===== config.mk =====
export PLATFORM = sky130hd
export DESIGN_NAME = capture_compare_value_access
export DESIGN_NICKNAME = d
export VERILOG_FILES = /design/src/rtl/cc_value_pkg.sv /design/src/rtl/capture_compare_value_access.sv /design/src/rtl/pwm_channel.sv
export VERILOG_INCLUDE_DIRS = /design/src /design/src/rtl
export SDC_FILE = /design/constraint.sdc
export NUM_CORES = 1
export LEC_CHECK = 0
export BUFFER_PORTS_ARGS = -buffer_cell sky130_fd_sc_hd__buf_4
export CAP_MARGIN = 15
export CELL_PAD_IN_SITES_DETAIL_PLACEMENT = 1
export CELL_PAD_IN_SITES_GLOBAL_PLACEMENT = 2
export CORE_MARGIN = 3
export CORE_UTILIZATION = 37
export DETAILED_ROUTE_END_ITERATION = 10
export PLACE_DENSITY = 0.82
export REMOVE_ABC_BUFFERS = 1
export SYNTH_ARGS = -nofsm -noshare
export SYNTH_HDL_FRONTEND = slang
export SYNTH_HIERARCHICAL = 1
export SYNTH_SLANG_ARGS = --single-unit
export TNS_END_PERCENT = 100

===== constraint.sdc =====
create_clock -name clk_sys -period 5.4 [get_ports clk_sys]
set_input_delay 0.27 -clock clk_sys [delete_from_list [all_inputs] [get_ports clk_sys]]
set_output_delay 0.27 -clock clk_sys [all_outputs]
set_load 0.1 [all_outputs]

===== src/rtl/cc_value_consts.svh =====
// Addresses, page and reset values of the capture/compare byte registers
`ifndef CC_VALUE_CONSTS_SVH
`define CC_VALUE_CONSTS_SVH
`define CC_PAGE_MAIN 8'h00
`define CC_LOW_M0 8'hfb
`define CC_HIGH_M0 8'hfc
`define CC_LOW_M1 8'he9
`define CC_HIGH_M1 8'hea
`define CC_LOW_M2 8'heb
`define CC_HIGH_M2 8'hec
`define CC_LOW_M3 8'hed
`define CC_HIGH_M3 8'hee
`define CC_LOW_M4 8'hfd
`define CC_HIGH_M4 8'hfe
`define CC_LOW_M5 8'hce
`define CC_HIGH_M5 8'hcf
`define CC_BYTE_RESET 8'h00
`define CC_VALUE_RESET 16'h0000
`define CC_NUM_MODULES 6
`define CC_READ_LATENCY 1
`endif


===== src/rtl/cc_value_pkg.sv =====
// Types shared by the capture/compare value block
package cc_value_pkg;
	typedef logic [7:0] byte_t;
	typedef logic [15:0] value_t;
	typedef logic [2:0] index_t;
	// Narrow PWM resolution chosen by the configuration register
	typedef enum logic [1:0] {
		RES_8 = 2'b00,
		RES_9 = 2'b01,
		RES_10 = 2'b10,
		RES_11 = 2'b11
	} pwm_res_e;
endpackage


===== src/rtl/capture_compare_value_access.sv =====
// Capture/compare and auto-reload value registers of six counter-array modules
`timescale 1ns/1ns
`include "cc_value_consts.svh"
module capture_compare_value_access #(
	parameter int NUM_MODULES = `CC_NUM_MODULES
) (
	// Clock and reset
	input wire logic clk_sys,
	input wire logic rst,
	// Special function register bus
	input wire logic [7:0] sfr_addr,
	input wire logic [7:0] sfr_page,
	input wire logic sfr_wr,
	input wire logic sfr_rd,
	input wire logic [7:0] sfr_wdata,
	output logic [7:0] sfr_rdata_r,
	output logic sfr_hit_r,
	// Bits held in the mode and PWM configuration registers
	input wire logic reload_select,
	input wire logic [1:0] pwm_res,
	input wire logic [NUM_MODULES-1:0] wide_pwm_select,
	input wire logic [NUM_MODULES-1:0] pwm_function_enable,
	input wire logic [NUM_MODULES-1:0] mode_wr,
	input wire logic [NUM_MODULES-1:0] mode_comparator_enable,
	// Counter
	input wire logic [15:0] count,
	// Module state
	output logic [NUM_MODULES-1:0] comparator_function_enable_r,
	output logic [NUM_MODULES-1:0] module_output_pin_r
);
	cc_value_pkg::value_t capture_compare_value_r [NUM_MODULES];
	cc_value_pkg::value_t reload_value_r [NUM_MODULES];
	logic dec_hit;
	logic dec_high;
	cc_value_pkg::index_t dec_idx;
	logic wr_hit;

	// Returns {hit, high byte, module index}
	function automatic logic [4:0] decode(input logic [7:0] addr);
		case (addr)
			`CC_LOW_M0: decode = {2'b10, 3'd0};
			`CC_HIGH_M0: decode = {2'b11, 3'd0};
			`CC_LOW_M1: decode = {2'b10, 3'd1};
			`CC_HIGH_M1: decode = {2'b11, 3'd1};
			`CC_LOW_M2: decode = {2'b10, 3'd2};
			`CC_HIGH_M2: decode = {2'b11, 3'd2};
			`CC_LOW_M3: decode = {2'b10, 3'd3};
			`CC_HIGH_M3: decode = {2'b11, 3'd3};
			`CC_LOW_M4: decode = {2'b10, 3'd4};
			`CC_HIGH_M4: decode = {2'b11, 3'd4};
			`CC_LOW_M5: decode = {2'b10, 3'd5};
			`CC_HIGH_M5: decode = {2'b11, 3'd5};
			default: decode = 5'b0_0000;
		endcase
	endfunction

	// End of one 9-, 10- or 11-bit PWM period, where the reload value is taken over; never flagged at 8 bits
	function automatic logic rollover(input logic [15:0] cnt, input logic [1:0] res);
		case (res)
			2'b01: rollover = (cnt[8:0] == 9'h1ff);
			2'b10: rollover = (cnt[9:0] == 10'h3ff);
			2'b11: rollover = (cnt[10:0] == 11'h7ff);
			default: rollover = 1'b0;
		endcase
	endfunction

	always_comb
	begin
		{dec_hit, dec_high, dec_idx} = decode(sfr_addr);
		dec_hit = dec_hit && (sfr_page == `CC_PAGE_MAIN);
	end

	assign wr_hit = sfr_wr && dec_hit;

	// Value storage; a capture value write takes priority over a hardware reload
	always_ff @(posedge clk_sys or posedge rst)
	begin
		if (rst)
		begin
			for (int i = 0; i < NUM_MODULES; i++)
			begin
				capture_compare_value_r[i] <= `CC_VALUE_RESET;
				reload_value_r[i] <= `CC_VALUE_RESET;
			end
		end
		else
		begin
			for (int i = 0; i < NUM_MODULES; i++)
			begin
				if (wr_hit && dec_idx == 3'(i) && reload_select)
				begin
					if (dec_high)
						reload_value_r[i][15:8] <= sfr_wdata;
					else
						reload_value_r[i][7:0] <= sfr_wdata;
				end
				if (wr_hit && dec_idx == 3'(i) && !reload_select)
				begin
					if (dec_high)
						capture_compare_value_r[i][15:8] <= sfr_wdata;
					else
						capture_compare_value_r[i][7:0] <= sfr_wdata;
				end
				else if (pwm_function_enable[i] && !wide_pwm_select[i] && rollover(count, pwm_res))
					capture_compare_value_r[i] <= reload_value_r[i];
			end
		end
	end

	// A value write overrides a same-cycle mode register write of the enable
	always_ff @(posedge clk_sys or posedge rst)
	begin
		if (rst)
			comparator_function_enable_r <= '0;
		else
		begin
			for (int i = 0; i < NUM_MODULES; i++)
			begin
				if (wr_hit && dec_idx == 3'(i))
					comparator_function_enable_r[i] <= dec_high;
				else if (mode_wr[i])
					comparator_function_enable_r[i] <= mode_comparator_enable[i];
			end
		end
	end

	// Read data, one cycle after the strobe; unmapped reads return zero
	always_ff @(posedge clk_sys or posedge rst)
	begin
		if (rst)
		begin
			sfr_rdata_r <= `CC_BYTE_RESET;
			sfr_hit_r <= 1'b0;
		end
		else
		begin
			sfr_hit_r <= sfr_rd && dec_hit;
			sfr_rdata_r <= `CC_BYTE_RESET;
			if (sfr_rd && dec_hit)
			begin
				if (reload_select)
					sfr_rdata_r <= dec_high ? reload_value_r[dec_idx][15:8]
						: reload_value_r[dec_idx][7:0];
				else
					sfr_rdata_r <= dec_high ? capture_compare_value_r[dec_idx][15:8]
						: capture_compare_value_r[dec_idx][7:0];
			end
		end
	end

	for (genvar g = 0; g < NUM_MODULES; g++)
	begin : g_pwm
		pwm_channel u_pwm (
			.clk_sys(clk_sys),
			.rst(rst),
			.pwm_function_enable(pwm_function_enable[g]),
			.wide_pwm_select(wide_pwm_select[g]),
			.pwm_res(cc_value_pkg::pwm_res_e'(pwm_res)),
			.count(count),
			.duty(capture_compare_value_r[g]),
			.module_output_pin_r(module_output_pin_r[g])
		);
	end
endmodule


===== src/rtl/pwm_channel.sv =====
// One PWM output of a capture/compare module
`timescale 1ns/1ns
module pwm_channel (
	// Clock and reset
	input wire logic clk_sys,
	input wire logic rst,
	// Mode
	input wire logic pwm_function_enable,
	input wire logic wide_pwm_select,
	input wire cc_value_pkg::pwm_res_e pwm_res,
	// Counter and duty value
	input wire cc_value_pkg::value_t count,
	input wire cc_value_pkg::value_t duty,
	// Pin
	output logic module_output_pin_r
);
	cc_value_pkg::value_t mask;

	always_comb
	begin
		mask = 16'h00ff;
		case (pwm_res)
			cc_value_pkg::RES_9: mask = 16'h01ff;
			cc_value_pkg::RES_10: mask = 16'h03ff;
			cc_value_pkg::RES_11: mask = 16'h07ff;
			default: mask = 16'h00ff;
		endcase
		if (wide_pwm_select)
			mask = 16'hffff;
	end

	// High while the counter is below the duty value, compared at the chosen width
	always_ff @(posedge clk_sys or posedge rst)
	begin
		if (rst)
			module_output_pin_r <= 1'b0;
		else
			module_output_pin_r <= pwm_function_enable && ((count & mask) < (duty & mask));
	end
endmodule


Word-level counts from Yosys, hierarchy flattened
Index checks and enable logic that the tools add are counted.
{ "word_totals": {"output_inout_bits": 21, "register_bits": 213, "input_bits": 71} }
{ "classes": {"reduce_logical": 84, "n_lt_le_gt_ge": 7, "n_eq_ne": 35, "n_bitwise": 14, "muxes": 51} }
{ "op_table": {"columns": ["operator", "count"], "rows": [
  ["two-way mux 16 bit", 22],
  ["AND 16 bit", 12],
  ["binary-select mux 16 bit (select 3 bit)", 2],
  ["== test 8 bit (second input constant)", 12],
  ["< comparator 16 bit", 6],
  ["one-hot mux 5 bit (12 select lines)", 1],
  ["two-way mux 8 bit", 6],
  ["AND reduction 2 bit", 24],
  ["logical AND 1 bit", 39],
  ["one-hot mux 11 bit (3 select lines)", 1],
  ["inequality test 2 bit (second input constant)", 12],
  ["nonzero test 2 bit", 12],
  ["two-way mux 1 bit", 18],
  ["== test 11 bit (second input constant)", 1],
  ["== test 10 bit (second input constant)", 1],
  ["== test 9 bit (second input constant)", 1],
  ["zero test 8 bit", 1],
  ["zero test 1 bit", 7],
  ["== test 3 x 2 -> 1 bit (second input constant)", 2],
  ["== test 3 bit (second input constant)", 2],
  ["== test 2 bit (second input constant)", 2],
  [">= comparator 4 bit (second input constant)", 1],
  ["inverter 3 -> 4 bit", 1],
  ["== test 3 x 1 -> 1 bit (second input constant)", 1],
  ["other kinds (4)", 4]
]} }

Logic depth before layout (Yosys ltp)
Gate-level depths: netlist (run 1).
{ "logic_depth": {"word_depth": 10, "ltp_mapped": 11} }

Modules after synthesis
The synthesis (run 1) kept the hierarchy.
{ "by_module_without_submodules": {"columns": ["mod", "seq_area_each_um2", "cells_per_inst", "area_each_um2", "instances"], "rows": [
  ["capture_compare_value_access", 5180.0, 1008, 11165.7, 1],
  ["pwm_channel", 25.0, 64, 486.7, 6]
]} }

Worst setup path before layout (run 1)
OpenSTA, ideal clock, no wires.
{ "synth_timing": {"kind": "input to register", "startpoint": "input sfr_addr[1]", "endpoint": "register capture_compare_value_r[32] in the netlist's numbering", "t_arrival_ps": 2439, "t_required_ps": 5323, "cell_stages": 10, "slack_ps": 2883, "n_path_buf": 4, "path_cell_list": "buf_4 and4b_1 o311a_1 buf_6 nor4_2 buf_4 mux2i_1 buf_2 nor2_1 a21oi_1"} }
{ "synth_between": {"elab_chain_cells": 8, "word_cells_on_any_way": 22} }
{ "synth_rtl": {"columns": ["element", "line", "text"], "rows": [
  ["start: declaration", "capture_compare_value_access.sv:11", "input wire logic [7:0] sfr_addr,"],
  ["== test 8 bit", "capture_compare_value_access.sv:40", "case (addr)"],
  ["one-hot mux 5 bit (12 select lines) *", "capture_compare_value_access.sv:40", null],
  ["parallel branches: the longest is 6 deep, another holds == test 3 x 2 -> 1 bit", null, null],
  ["end signal: indexed assignment", "capture_compare_value_access.sv:100", "capture_compare_value_r[i][15:8] <= sfr_wdata;"],
  ["end signal: indexed assignment", "capture_compare_value_access.sv:102", "capture_compare_value_r[i][7:0] <= sfr_wdata;"],
  ["end signal: indexed assignment", "capture_compare_value_access.sv:105", "capture_compare_value_r[i] <= reload_value_r[i];"],
  ["end: declaration", "capture_compare_value_access.sv:31", "cc_value_pkg::value_t capture_compare_value_r [NUM_MODULES];"]
]} }
Every way passes the cells marked *.
A chain may end at the register's enable or synchronous reset.

Final worst setup path (run 1)
{ "layout_timing": {"startpoint": "input sfr_addr[5]", "endpoint": "register capture_compare_value_r[69] in the netlist's numbering"} }
{ "layout_between": {"elab_chain_cells": 8, "word_cells_on_any_way": 22} }
{ "layout_rtl": {"columns": ["element", "line"], "rows": [
  ["== test 8 bit", "capture_compare_value_access.sv:40"],
  ["one-hot mux 5 bit (12 select lines) *", "capture_compare_value_access.sv:40"],
  ["parallel branches: the longest is 6 deep, another holds == test 3 x 1 -> 1 bit", null]
]} }
Marks and branches as above.

==> impl_metrics.env, run 1 <==
export IMPL_synthFlopType="dfrtp_1"
export IMPL_syn_area_sq_mm=0.0141
export IMPL_post_cts_resized=0
export IMPL_drive_gt1_share_pct=22.4
export IMPL_power_density_mw_per_mm2=241
export IMPL_syn_inst=1392
export IMPL_ys_warnings_count=6
export IMPL_initial_core_util_pct=38.0
export IMPL_rr_startpoint="capture_compare_value_r[54]"
export IMPL_ys_types=81
export IMPL_yosys_area_share_xor_xnor_pct=0.0622
export IMPL_vias_per_cell=5.94
export IMPL_clock_path_buffers=3
export IMPL_post_synth_top_area_cell="dfrtp_1"
export IMPL_io_pins=92
export IMPL_cts_hold_buf=2
export IMPL_setup_viol=0
export IMPL_holdPathEnd="g_pwm[5].u_pwm/module_output_pin_r"
export IMPL_max_freq_mhz=312
export IMPL_dp_hpwl_mm=36.5
export IMPL_cp_max_fo=33
export IMPL_arrival_ns=3.62
export IMPL_synth_area_leaders="dfrtp_1 38%, mux2_2 10%, ha_1 8.0%"
export IMPL_p_sw_share_pct=26.6
export IMPL_slew_violations=0
export IMPL_yosys_area_share_adder_pct=7.99
export IMPL_ir_worst_vdd_v=0.000227
export IMPL_clkTransAtPathRegs_ns=0.06
export IMPL_ctsHtreeMaxLevel=1
export IMPL_worst_path_max_delay_cell="o31a_2"
export IMPL_die_x_microns=201
export IMPL_comb_power_share_pct=11.9
export IMPL_cts_sinks=213
export IMPL_syn_area_per_cell_sq_um=10.1
export IMPL_synth_edf_count=0
export IMPL_yosys_area_share_simple_pct=14.2
export IMPL_power_switching_uw=1030
export IMPL_fin_crit_sh_pct=59.3
export IMPL_diodes=0
export IMPL_first_pass_iters=5
export IMPL_grt_overflow=0
export IMPL_synth_compound_area_share_pct=14.5
export IMPL_rows=70
export IMPL_finalClockSkew_ns=0.0121
export IMPL_period_needed_ns=3.20
export IMPL_dieArea_sq_mm=0.0404
export IMPL_clock_latency_ns=0.54
export IMPL_worst_slew_pin_slew_ns=1.06
export IMPL_r2r_end="g_pwm[2].u_pwm/module_output_pin_r"
export IMPL_p_leak_uw=0.00735
export IMPL_hp_class="in -> reg"
export IMPL_first_iter_violations=1003
export IMPL_cp_slowest_stage_delay_ns=0.84
export IMPL_synth_seq_cells=213
export IMPL_antenna_found_initial=2
export IMPL_post_cts_setup_buffers=0
export IMPL_hold_viol=0
export IMPL_syn_to_final_growth_pct=14.2
export IMPL_die_h_microns=201
export IMPL_clock_power_share_pct=46.0
export IMPL_synth_mux_area_share_pct=20.6
export IMPL_status="complete, no violations"
export IMPL_dp_slack_ns=1.70
export IMPL_ys_seq_area_share_pct=37.8
export IMPL_ant_nets=0
export IMPL_place_congestion=0.894
export IMPL_cts_buffers=26
export IMPL_drt_total_wl_mm=50.7
export IMPL_synth_top_family_by_area="multiplexers"
export IMPL_cts_root_buf="clkbuf_16"
export IMPL_holdCritStartpoint="pwm_function_enable[5]"
export IMPL_track_usage_pct=24.6
export IMPL_rsz0062_at_grt="false"
export IMPL_regToRegSetupSlack_ns=3.27
export IMPL_cap_violations=0
export IMPL_worstPathCellList="buf_4 -> nor4bb_2 -> o31a_2 -> nand4_4 -> mux2i_4 -> mux2_4"
export IMPL_vias=11683
export IMPL_grt_pass1_vias=11953
export IMPL_drc=0
export IMPL_critPathKind="in -> reg"
export IMPL_grt_pass1_wl_mm=77.5
export IMPL_critPathCaptureType="flop"
export IMPL_grt_max_degree=115
export IMPL_hold_depth=3
export IMPL_postSynth_asyncResetShare_pct=100
export IMPL_slew_headroom_pct=28.9
export IMPL_core_area_sq_mm=0.0370
export IMPL_power_uw=3870
export IMPL_wire_per_inst_microns=25.8
export IMPL_fin_nets=1610
export IMPL_yosys_area_top_type_share_pct=37.8
export IMPL_io_buffers=91
export IMPL_p_int_uw=2840
export IMPL_critPathRequiredTime_ns=5.82
export IMPL_tritoncts="built"
export IMPL_p_seq_share_pct=42.0
export IMPL_cp_start_kind="primary input"
export IMPL_r2r_cells=5
export IMPL_fin_ws_ns=2.20
[cells in the mapped netlist (5+ instances only)]
| cell type | n |
|---|---|
| o31a_1 | 8 |
| inv_1 | 67 |
| mux2_4 | 13 |
| or3_1 | 5 |
| clkbuf_1 | 35 |
| o21a_1 | 15 |
| nand3b_1 | 7 |
| o31ai_1 | 16 |
| and2_1 | 39 |
| nor3b_1 | 9 |
| mux2_1 | 21 |
| buf_4 | 10 |
| a21oi_2 | 6 |
| nand4_1 | 12 |
| and4_1 | 7 |
| a31oi_1 | 8 |
| and3_1 | 10 |
| o311a_1 | 7 |
| o221ai_1 | 10 |
| nor3_1 | 11 |
| nand3_1 | 33 |
| nor2_1 | 112 |
| nand2b_1 | 14 |
| dfrtp_1 | 213 |
| o22ai_1 | 12 |
| a211oi_1 | 16 |
| a21oi_1 | 89 |
| o211ai_1 | 6 |
| o21ai_0 | 28 |
| nor4_1 | 12 |
| ha_1 | 90 |
| a211o_1 | 12 |
| a21o_1 | 18 |
| nand4b_1 | 6 |
| mux2_2 | 126 |
| mux2i_1 | 94 |
| nand2_1 | 85 |
| buf_2 | 38 |
[critical path: cells and delay by family]
family	cells	cell delay, ns
AO/OA/AOI/OAI	1	0.84
buffers and inverters	1	0.20
multiplexers	2	0.91
AND/OR/NAND/NOR	2	1.37
[state kept, by name, indices dropped and copies added (netlist names)]
register and count:
capture_compare_value_r 96, g_pwm.u_pwm/module_output_pin_r 6, reload_value_r 96, sfr_hit_r 1, sfr_rdata_r 8, comparator_function_enable_r 6
[per-layer routing]
layer | vias to the layer above | GRT usage [%] | part of all wire, %
li1 | 5229 | - | -
met1 | 6046 | 35.7 | 47
met2 | 350 | 39.5 | 45
met3 | 58 | 2.93 | 5.6
met4 | 0 | 5.82 | 2.5
met5 | - | 0 | 0
[how the worst max path moves through the flow]
stage | startpoint | endpoint | slack, ns | cells after the start
4_1_cts | sfr_addr[4] | capture_compare_value_r[69] | 2.24 | 6
2_1_floorplan | sfr_addr[3] | capture_compare_value_r[16] | -1.62 | 6
3_3_place_gp | sfr_page[5] | capture_compare_value_r[16] | 1.71 | 7
6_report | sfr_addr[5] | capture_compare_value_r[69] | 2.20 | 6
3_5_place_dp | sfr_addr[4] | capture_compare_value_r[68] | 1.70 | 6
5_1_grt | sfr_addr[5] | capture_compare_value_r[65] | 2.01 | 6
[power groups by stage]
stage	combinational, uW	sequential (uW)	clock, uW
3_3_place_gp	446	1650	0
4_1_cts	462	1630	1810
5_1_grt	504	1630	1870
6_report	462	1630	1780
2_1_floorplan	187	1710	0
3_5_place_dp	459	1650	0
[stage by stage]
stage / hold WS, ns / instance area [sq um] / util, % / setup TNS (ns) / std cells
finish: 0.00941 / 16100 / 43.4 / 0 / 1967
global route: 0.00615 / 16100 / 43.4 / 0 / 1967
detailed placement: 0.194 / 15200 / 41.0 / 0 / 1920
global placement: 0.194 / 15200 / 41.0 / 0 / 1919
floorplan: -0.00129 / 13700 / - / -136.21 / 1306
CTS: 0.00111 / 16100 / 43.4 / 0 / 1964
[cell type report]
type	instances	area, sq um
tap	504	631
sequential	213	5330
clock buffer	36	769
clock inverter	6	83.8
fill	4132	21000
timing repair buffer	115	881
inverter	68	263
multi-input combinational	1025	8130
[kinds of logic (layout without fill, tap and decap cells)]
family	count (synthesis)	in the layout
buffers and inverters	154	225
AO/OA/AOI/OAI	291	291
flip-flops	213	213
multiplexers	260	260
XOR/XNOR	1	1
adder cells (fa/ha/maj)	90	90
AND/OR/NAND/NOR	383	383
[cells in the final DEF, fill, tap and decap left out, types with 14 or more instances in the layout]
| cell type | synthesis | final |
|---|---|---|
| dfrtp_1 | 213 | 213 |
| mux2_2 | 126 | 126 |
| nor2_1 | 112 | 112 |
| buf_4 | 10 | 112 |
| mux2i_1 | 94 | 94 |
| ha_1 | 90 | 90 |
| a21oi_1 | 89 | 89 |
| nand2_1 | 85 | 85 |
| inv_1 | 67 | 66 |
| and2_1 | 39 | 39 |
| nand3_1 | 33 | 33 |
| o21ai_0 | 28 | 28 |
| clkbuf_16 | 0 | 27 |
| mux2_1 | 21 | 21 |
| a21o_1 | 18 | 18 |
| a211oi_1 | 16 | 16 |
| o31ai_1 | 16 | 16 |
| o21a_1 | 15 | 15 |
| nand2b_1 | 14 | 14 |
(Power assumes the default switching activity.)
==> run 2, diff against run 1 <==
--- a/config.mk
+++ b/config.mk
@@ -11,9 +11,9 @@
 export CELL_PAD_IN_SITES_DETAIL_PLACEMENT = 1
 export CELL_PAD_IN_SITES_GLOBAL_PLACEMENT = 2
 export CORE_MARGIN = 3
-export CORE_UTILIZATION = 37
+export CORE_UTILIZATION = 40
 export DETAILED_ROUTE_END_ITERATION = 10
-export PLACE_DENSITY = 0.82
+export PLACE_DENSITY = 0.84
 export REMOVE_ABC_BUFFERS = 1
 export SYNTH_ARGS = -nofsm -noshare
 export SYNTH_HDL_FRONTEND = slang
==> constraint.sdc (replaced) <==
create_clock -name clk_sys -period 3.2 [get_ports clk_sys]
set_input_delay 0.16 -clock clk_sys [delete_from_list [all_inputs] [get_ports clk_sys]]
set_output_delay 0.16 -clock clk_sys [all_outputs]
set_load 0.1 [all_outputs]
==> run 2 against run 1 <==
  * Clock power up 80%
  * First-iteration DRC count is 1.0% lower
  * Critical path depth grew 4
  * Total power rose by 75%
  * Clock skew up 0.0034 ns
  * Global-route usage increased by 2.3 points
  * Non-clock buffer count rose by 45
  * Sequential power up 68%
  * Via count rose by 1.9%
  * Critical endpoint is now sfr_rdata_r[0]
  * Largest cell class unchanged
==> impl_metrics.env, run 2 (synthesis results as in run 1) <==
export IMPL_status="complete, no violations"
export IMPL_io_buffers=91
export IMPL_finalClockSkew_ns=0.0155
export IMPL_fin_nets=1655
export IMPL_diodes=0
export IMPL_ir_worst_vdd_v=0.000369
export IMPL_drt_total_wl_mm=52.0
export IMPL_slew_headroom_pct=35.5
export IMPL_io_pins=92
export IMPL_worstPathCellList="buf_4 -> and3b_1 -> o31ai_4 -> buf_4 -> buf_4 -> a211oi_1 -> nor4_1 -> buf_4 -> a311oi_1 -> a211oi_1"
export IMPL_final_cell_mix="213 x dfrtp_1, 141 x buf_4, 126 x mux2_2"
export IMPL_r2r_end="g_pwm[1].u_pwm/module_output_pin_r"
export IMPL_post_cts_setup_buffers=0
export IMPL_wire_per_inst_microns=26.5
export IMPL_syn_to_final_growth_pct=17.1
export IMPL_drive_gt1_share_pct=24.0
export IMPL_cp_start_kind="primary input"
export IMPL_busiest_layer="met2"
export IMPL_cts_buffers=26
export IMPL_slew_violations=0
export IMPL_grt_pass1_wl_mm=78.7
export IMPL_power_density_mw_per_mm2=410
export IMPL_vias=11906
export IMPL_grt_overflow=0
export IMPL_rows=68
export IMPL_critPathKind="in -> reg"
export IMPL_worst_path_max_delay_cell="a211oi_1"
export IMPL_post_cts_resized=0
export IMPL_path_delay_family="buffers and inverters"
export IMPL_cpMostUsedCell="buf_4"
export IMPL_ant_nets=0
export IMPL_clkTransAtPathRegs_ns=0.06
export IMPL_hp_class="in -> async"
export IMPL_cp_depth=10
export IMPL_cts_root_buf="clkbuf_16"
export IMPL_first_iter_violations=993
export IMPL_gr_usage_met3_pct=3.46
export IMPL_final_area_sq_mm=0.0165
export IMPL_cap_violations=0
export IMPL_setup_viol=0
export IMPL_clock_path_buffers=3
export IMPL_use_met2_pct=43.6
export IMPL_cp_slowest_stage_delay_ns=0.38
export IMPL_p_leak_uw=0.00761
export IMPL_clock_latency_ns=0.54
export IMPL_r2r_cells=5
export IMPL_final_common_cell="dfrtp_1"
export IMPL_regToRegSetupSlack_ns=1.09
export IMPL_hold_viol=0
export IMPL_cp_num_buf_inv=4
export IMPL_fin_crit_sh_pct=72.9
export IMPL_grt_use_met1_pct=37.3
export IMPL_critPathRequiredTime_ns=3.58
export IMPL_ctsHtreeMaxLevel=1
export IMPL_die_h_microns=194
export IMPL_dp_hpwl_mm=37.9
export IMPL_cp_max_fo=20
export IMPL_die_x_microns=194
export IMPL_place_congestion=0.947
export IMPL_grt_pass1_vias=12498
export IMPL_first_pass_iters=5
export IMPL_reg_top3="capture_compare_value_r: 96 flops, reload_value_r: 96 flops, sfr_rdata_r: 8 flops"
export IMPL_antenna_found_initial=0
export IMPL_rr_startpoint="capture_compare_value_r[69]"
export IMPL_cts_sinks=213
export IMPL_drc=0
export IMPL_dieArea_sq_mm=0.0375
export IMPL_tritoncts="built"
export IMPL_rsz0062_at_grt="false"
export IMPL_placed_area_sq_mm=0.0154
export IMPL_fillCellCount=3848
export IMPL_power_uw=6760
export IMPL_grt_max_degree=116
export IMPL_track_usage_pct=27.0
export IMPL_vias_per_cell=6.05
export IMPL_setup_tns_final_ns=0
export IMPL_initial_core_util_pct=40.7
export IMPL_max_freq_mhz=429
export IMPL_worst_slew_pin_slew_ns=0.959
export IMPL_arrival_ns=2.71
export IMPL_period_needed_ns=2.33
export IMPL_critPathCaptureType="flop"
export IMPL_core_area_sq_mm=0.0346
==> run 2: worst register-to-register path: cells and delay by family, from the launching register on <==
kind	cells	cell delay, ns
AO/OA/AOI/OAI	2	1.01
adder cells (fa/ha/maj)	1	0.29
buffers and inverters	1	0.08
flip-flops	1	0.45
AND/OR/NAND/NOR	1	0.10
==> run 2: where the power goes <==
part	internal (uW)	switching, uW	leakage [uW]
Combinational	276	545	0.00420
Sequential	2720	22.4	0.00295
Clock	1990	1210	0.000456
Total	4990	1780	0.00761
==> run 2: how the worst max path moves through the flow <==
stage | start | endpoint
2_1_floorplan | sfr_addr[3] | capture_compare_value_r[16]
3_3_place_gp | sfr_addr[5] | sfr_rdata_r[0]
3_5_place_dp | sfr_addr[5] | sfr_rdata_r[0]
4_1_cts | sfr_addr[4] | capture_compare_value_r[50]
5_1_grt | sfr_addr[4] | capture_compare_value_r[50]
6_report | sfr_addr[5] | sfr_rdata_r[0]
==> run 2: repair_timing <==
item | in CTS | in global routing
hold buffers | 15 | 0
setup endpoints to repair | 0 | 0
hold endpoints to repair | 129 | 0
==> run 2: layer usage <==
layer | vias to the layer above | routed length (microns)
met1 | 6072 | 23100
met2 | 425 | 23800
met5 | - | 0
met3 | 105 | 3120
met4 | 0 | 2070
li1 | 5304 | -
==> run 2: layout make-up <==
type / instances / area, sq um / area share, %
multi-input combinational: 1025 / 8120 / 49.2
timing repair buffer: 160 / 1290 / 7.81
clock buffer: 36 / 769 / 4.67
inverter: 68 / 263 / 1.59
tap: 455 / 569 / 3.45
sequential: 213 / 5330 / 32.3
clock inverter: 10 / 153 / 0.926
==> run 2: per-stage QoR <==
step | util (%) | cells | hold slack, ns | setup slack (ns)
after global routing | 47.6 | 1967 | 0.102 | 0.735
after global placement | 44.5 | 1906 | 0.0863 | 0.478
after CTS | 47.6 | 1967 | 0.0832 | 0.957
final | 47.6 | 1967 | 0.0951 | 0.868
after floorplan | - | 1306 | -0.111 | -3.71
after detailed placement | 44.5 | 1906 | 0.0914 | 0.415
==> run 3, diff against run 2 <==
==> constraint.sdc (replaced) <==
create_clock -name clk_sys -period 2.25 [get_ports clk_sys]
set_input_delay 0.1125 -clock clk_sys [delete_from_list [all_inputs] [get_ports clk_sys]]
set_output_delay 0.1125 -clock clk_sys [all_outputs]
set_load 0.1 [all_outputs]
==> run 3 against run 2 <==
  * Sequential cell count unchanged
  * Clock power grew 41%
  * Non-clock buffer count rose by 91
  * Sequential power up 42%
  * Critical path type unchanged
  * Largest power group unchanged
  * Global-route usage increased by 0.79 points
  * Clock-buffer cell count fell by 3
  * Cell area rose by 4.7%
  * Worst setup slack worse by 0.71 ns
  * Worst hold slack got worse by 0.051 ns
  * Register-to-register slack got worse by 0.72 ns
==> impl_metrics.env, run 3 (synthesis results as in run 1) <==
export IMPL_status="complete, no violations"
export IMPL_cp_num_buf_inv=6
export IMPL_arrival_ns=2.54
export IMPL_slew_headroom_pct=54.3
export IMPL_regToRegSetupSlack_ns=0.37
export IMPL_tritoncts="built"
export IMPL_io_buffers=91
export IMPL_dp_slack_ns=-0.282
export IMPL_place_congestion=0.931
export IMPL_io_pins=92
export IMPL_clock_latency_ns=0.54
export IMPL_comb_power_share_pct=12.8
export IMPL_die_x_microns=194
export IMPL_busiest_layer="met2"
export IMPL_first_iter_violations=991
export IMPL_diodes=0
export IMPL_worstPathCellList="buf_4 -> nor4_1 -> buf_4 -> nand3_1 -> buf_4 -> buf_4 -> a2111oi_2 -> buf_4 -> mux2i_1 -> buf_4 -> nor2_1 -> a21oi_1"
export IMPL_ant_nets=0
export IMPL_cts_sinks=213
export IMPL_fin_nets=1745
export IMPL_core_area_sq_mm=0.0346
export IMPL_worst_slew_pin_slew_ns=0.682
export IMPL_final_common_cell="buf_4"
export IMPL_cp_start_kind="primary input"
export IMPL_initial_core_util_pct=40.7
export IMPL_p_seq_share_pct=40.4
export IMPL_syn_to_final_growth_pct=22.6
export IMPL_power_uw=9650
export IMPL_setup_viol=0
export IMPL_reg_top3="capture_compare_value_r: 96 flops, reload_value_r: 96 flops, sfr_rdata_r: 8 flops"
export IMPL_final_cell_mix="218 x buf_4, 213 x dfrtp_1, 126 x mux2_2"
export IMPL_dp_cells=1993
export IMPL_fin_ws_ns=0.154
export IMPL_cpMostUsedCell="buf_4"
export IMPL_r2r_cells=7
export IMPL_rr_startpoint="capture_compare_value_r[5]"
export IMPL_gr_usage_met3_pct=3.51
export IMPL_r2r_end="g_pwm[5].u_pwm/module_output_pin_r"
export IMPL_instances_no_fill=2058
export IMPL_max_freq_mhz=477
export IMPL_vias_per_cell=5.95
export IMPL_fin_crit_sh_pct=93.2
export IMPL_grt_overflow=0
export IMPL_clkTransAtPathRegs_ns=0.06
export IMPL_dp_hpwl_mm=39.7
export IMPL_p_sw_share_pct=26.5
export IMPL_grt_pass1_wl_mm=81.1
export IMPL_slew_violations=0
export IMPL_path_delay_family="buffers and inverters"
export IMPL_power_density_mw_per_mm2=559
export IMPL_period_needed_ns=2.10
export IMPL_hold_viol=0
export IMPL_clock_power_share_pct=46.8
export IMPL_critPathKind="in -> reg"
export IMPL_ir_worst_vdd_v=0.000506
export IMPL_grt_pass1_vias=12875
export IMPL_hp_class="in -> async"
export IMPL_drc=0
export IMPL_rows=68
export IMPL_power_switching_uw=2560
export IMPL_ctsHtreeMaxLevel=1
export IMPL_drt_total_wl_mm=52.9
export IMPL_grt_max_degree=79
export IMPL_antenna_found_initial=2
export IMPL_cp_max_fo=16
export IMPL_p_leak_uw=0.00808
export IMPL_post_cts_setup_buffers=0
export IMPL_cp_slowest_stage_delay_ns=0.37
export IMPL_use_met2_pct=45.0
export IMPL_cts_root_buf="clkbuf_16"
export IMPL_setup_tns_final_ns=0
export IMPL_clock_path_buffers=3
export IMPL_fillCellCount=3808
export IMPL_first_pass_iters=5
export IMPL_dieArea_sq_mm=0.0375
export IMPL_critPathRequiredTime_ns=2.69
export IMPL_rsz0062_at_grt="false"
export IMPL_track_usage_pct=27.8
export IMPL_cts_buffers=25
export IMPL_cap_violations=0
export IMPL_die_h_microns=194
export IMPL_p_int_uw=7090
export IMPL_drive_gt1_share_pct=27.8
export IMPL_grt_use_met1_pct=38.9
export IMPL_fin_util_pct=49.9
export IMPL_worst_path_max_delay_cell="nor4_1"
export IMPL_vias=12236
export IMPL_critPathCaptureType="flop"
export IMPL_finalClockSkew_ns=0.0119
export IMPL_wire_per_inst_microns=25.7
==> run 3: cell types whose count changed in the layout (fill, tap and decap cells not counted), moves of 2 or more <==
cell and change:
dlygate4sd3_1 +4, clkbuf_16 -2, buf_4 +77, clkbuf_8 -5, clkbuf_1 +4, bufinv_16 +2
buf_12 +10
==> run 3: layout make-up <==
class                   count  area, sq um  area share [%]
clock buffers              33          666            3.85
multi-input cells        1025         8120            47.0
clock inverters            13          219            1.27
well taps                 455          569            3.30
flip-flops and latches    213         5330            30.9
inverters                  68          263            1.52
repair buffers            251         2110            12.2
==> run 3: how the worst max path moves through the flow <==
| stage | start | end | slack, ns | cells past startpoint |
|---|---|---|---|---|
| after global placement | sfr_addr[4] | sfr_rdata_r[7] | -0.31 | 9 |
| final | sfr_page[1] | capture_compare_value_r[29] | 0.15 | 12 |
| after CTS | sfr_page[1] | capture_compare_value_r[29] | 0.18 | 12 |
| after global routing | sfr_addr[5] | reload_value_r[31] | 0.05 | 11 |
| after floorplan | sfr_addr[3] | capture_compare_value_r[16] | -4.61 | 6 |
| after detailed placement | sfr_addr[1] | sfr_rdata_r[6] | -0.28 | 11 |
==> run 3: what timing repair did <==
item	CTS	global route
resized for setup	0	0
endpoints found under the setup margin	0	0
endpoints found under the hold margin	92	0
hold buffers	19	0
==> run 3: power by group through the flow <==
| stage | Combinational (uW) | Sequential [uW] | Clock [uW] |
|---|---|---|---|
| 6_report | 1230 | 3900 | 4520 |
| 5_1_grt | 1340 | 3910 | 4730 |
| 3_5_place_dp | 1200 | 3970 | 0 |
| 3_3_place_gp | 1150 | 3970 | 0 |
| 2_1_floorplan | 449 | 4110 | 0 |
| 4_1_cts | 1230 | 3900 | 4570 |
==> run 3: worst reg2reg max path, cell delays in order, from the launching register on <==
cell,delay [ns]
dfrtp_1,0.42
inv_1,0.07
ha_1,0.30
a211o_1,0.31
a21oi_2,0.13
o31ai_1,0.10
buf_4,0.17
a211oi_1,0.29
==> run 3: routing by layer <==
metal  wire length, microns  part of all wire [%]  up-vias
li1                       -                     -     5503
met1                  23900                    45     6291
met2                  24400                    46      344
met3                   2770                   5.2       94
met4                   1790                   3.4        4
met5                     28                 0.053        -
==> run 3: stage by stage <==
step	hold slack [ns]	cell area, sq um
floorplan	-0.159	13700
global placement	0.0402	16200
detailed placement	0.0440	16200
CTS	0.0251	17300
global route	0.0538	17300
finish	0.0444	17300
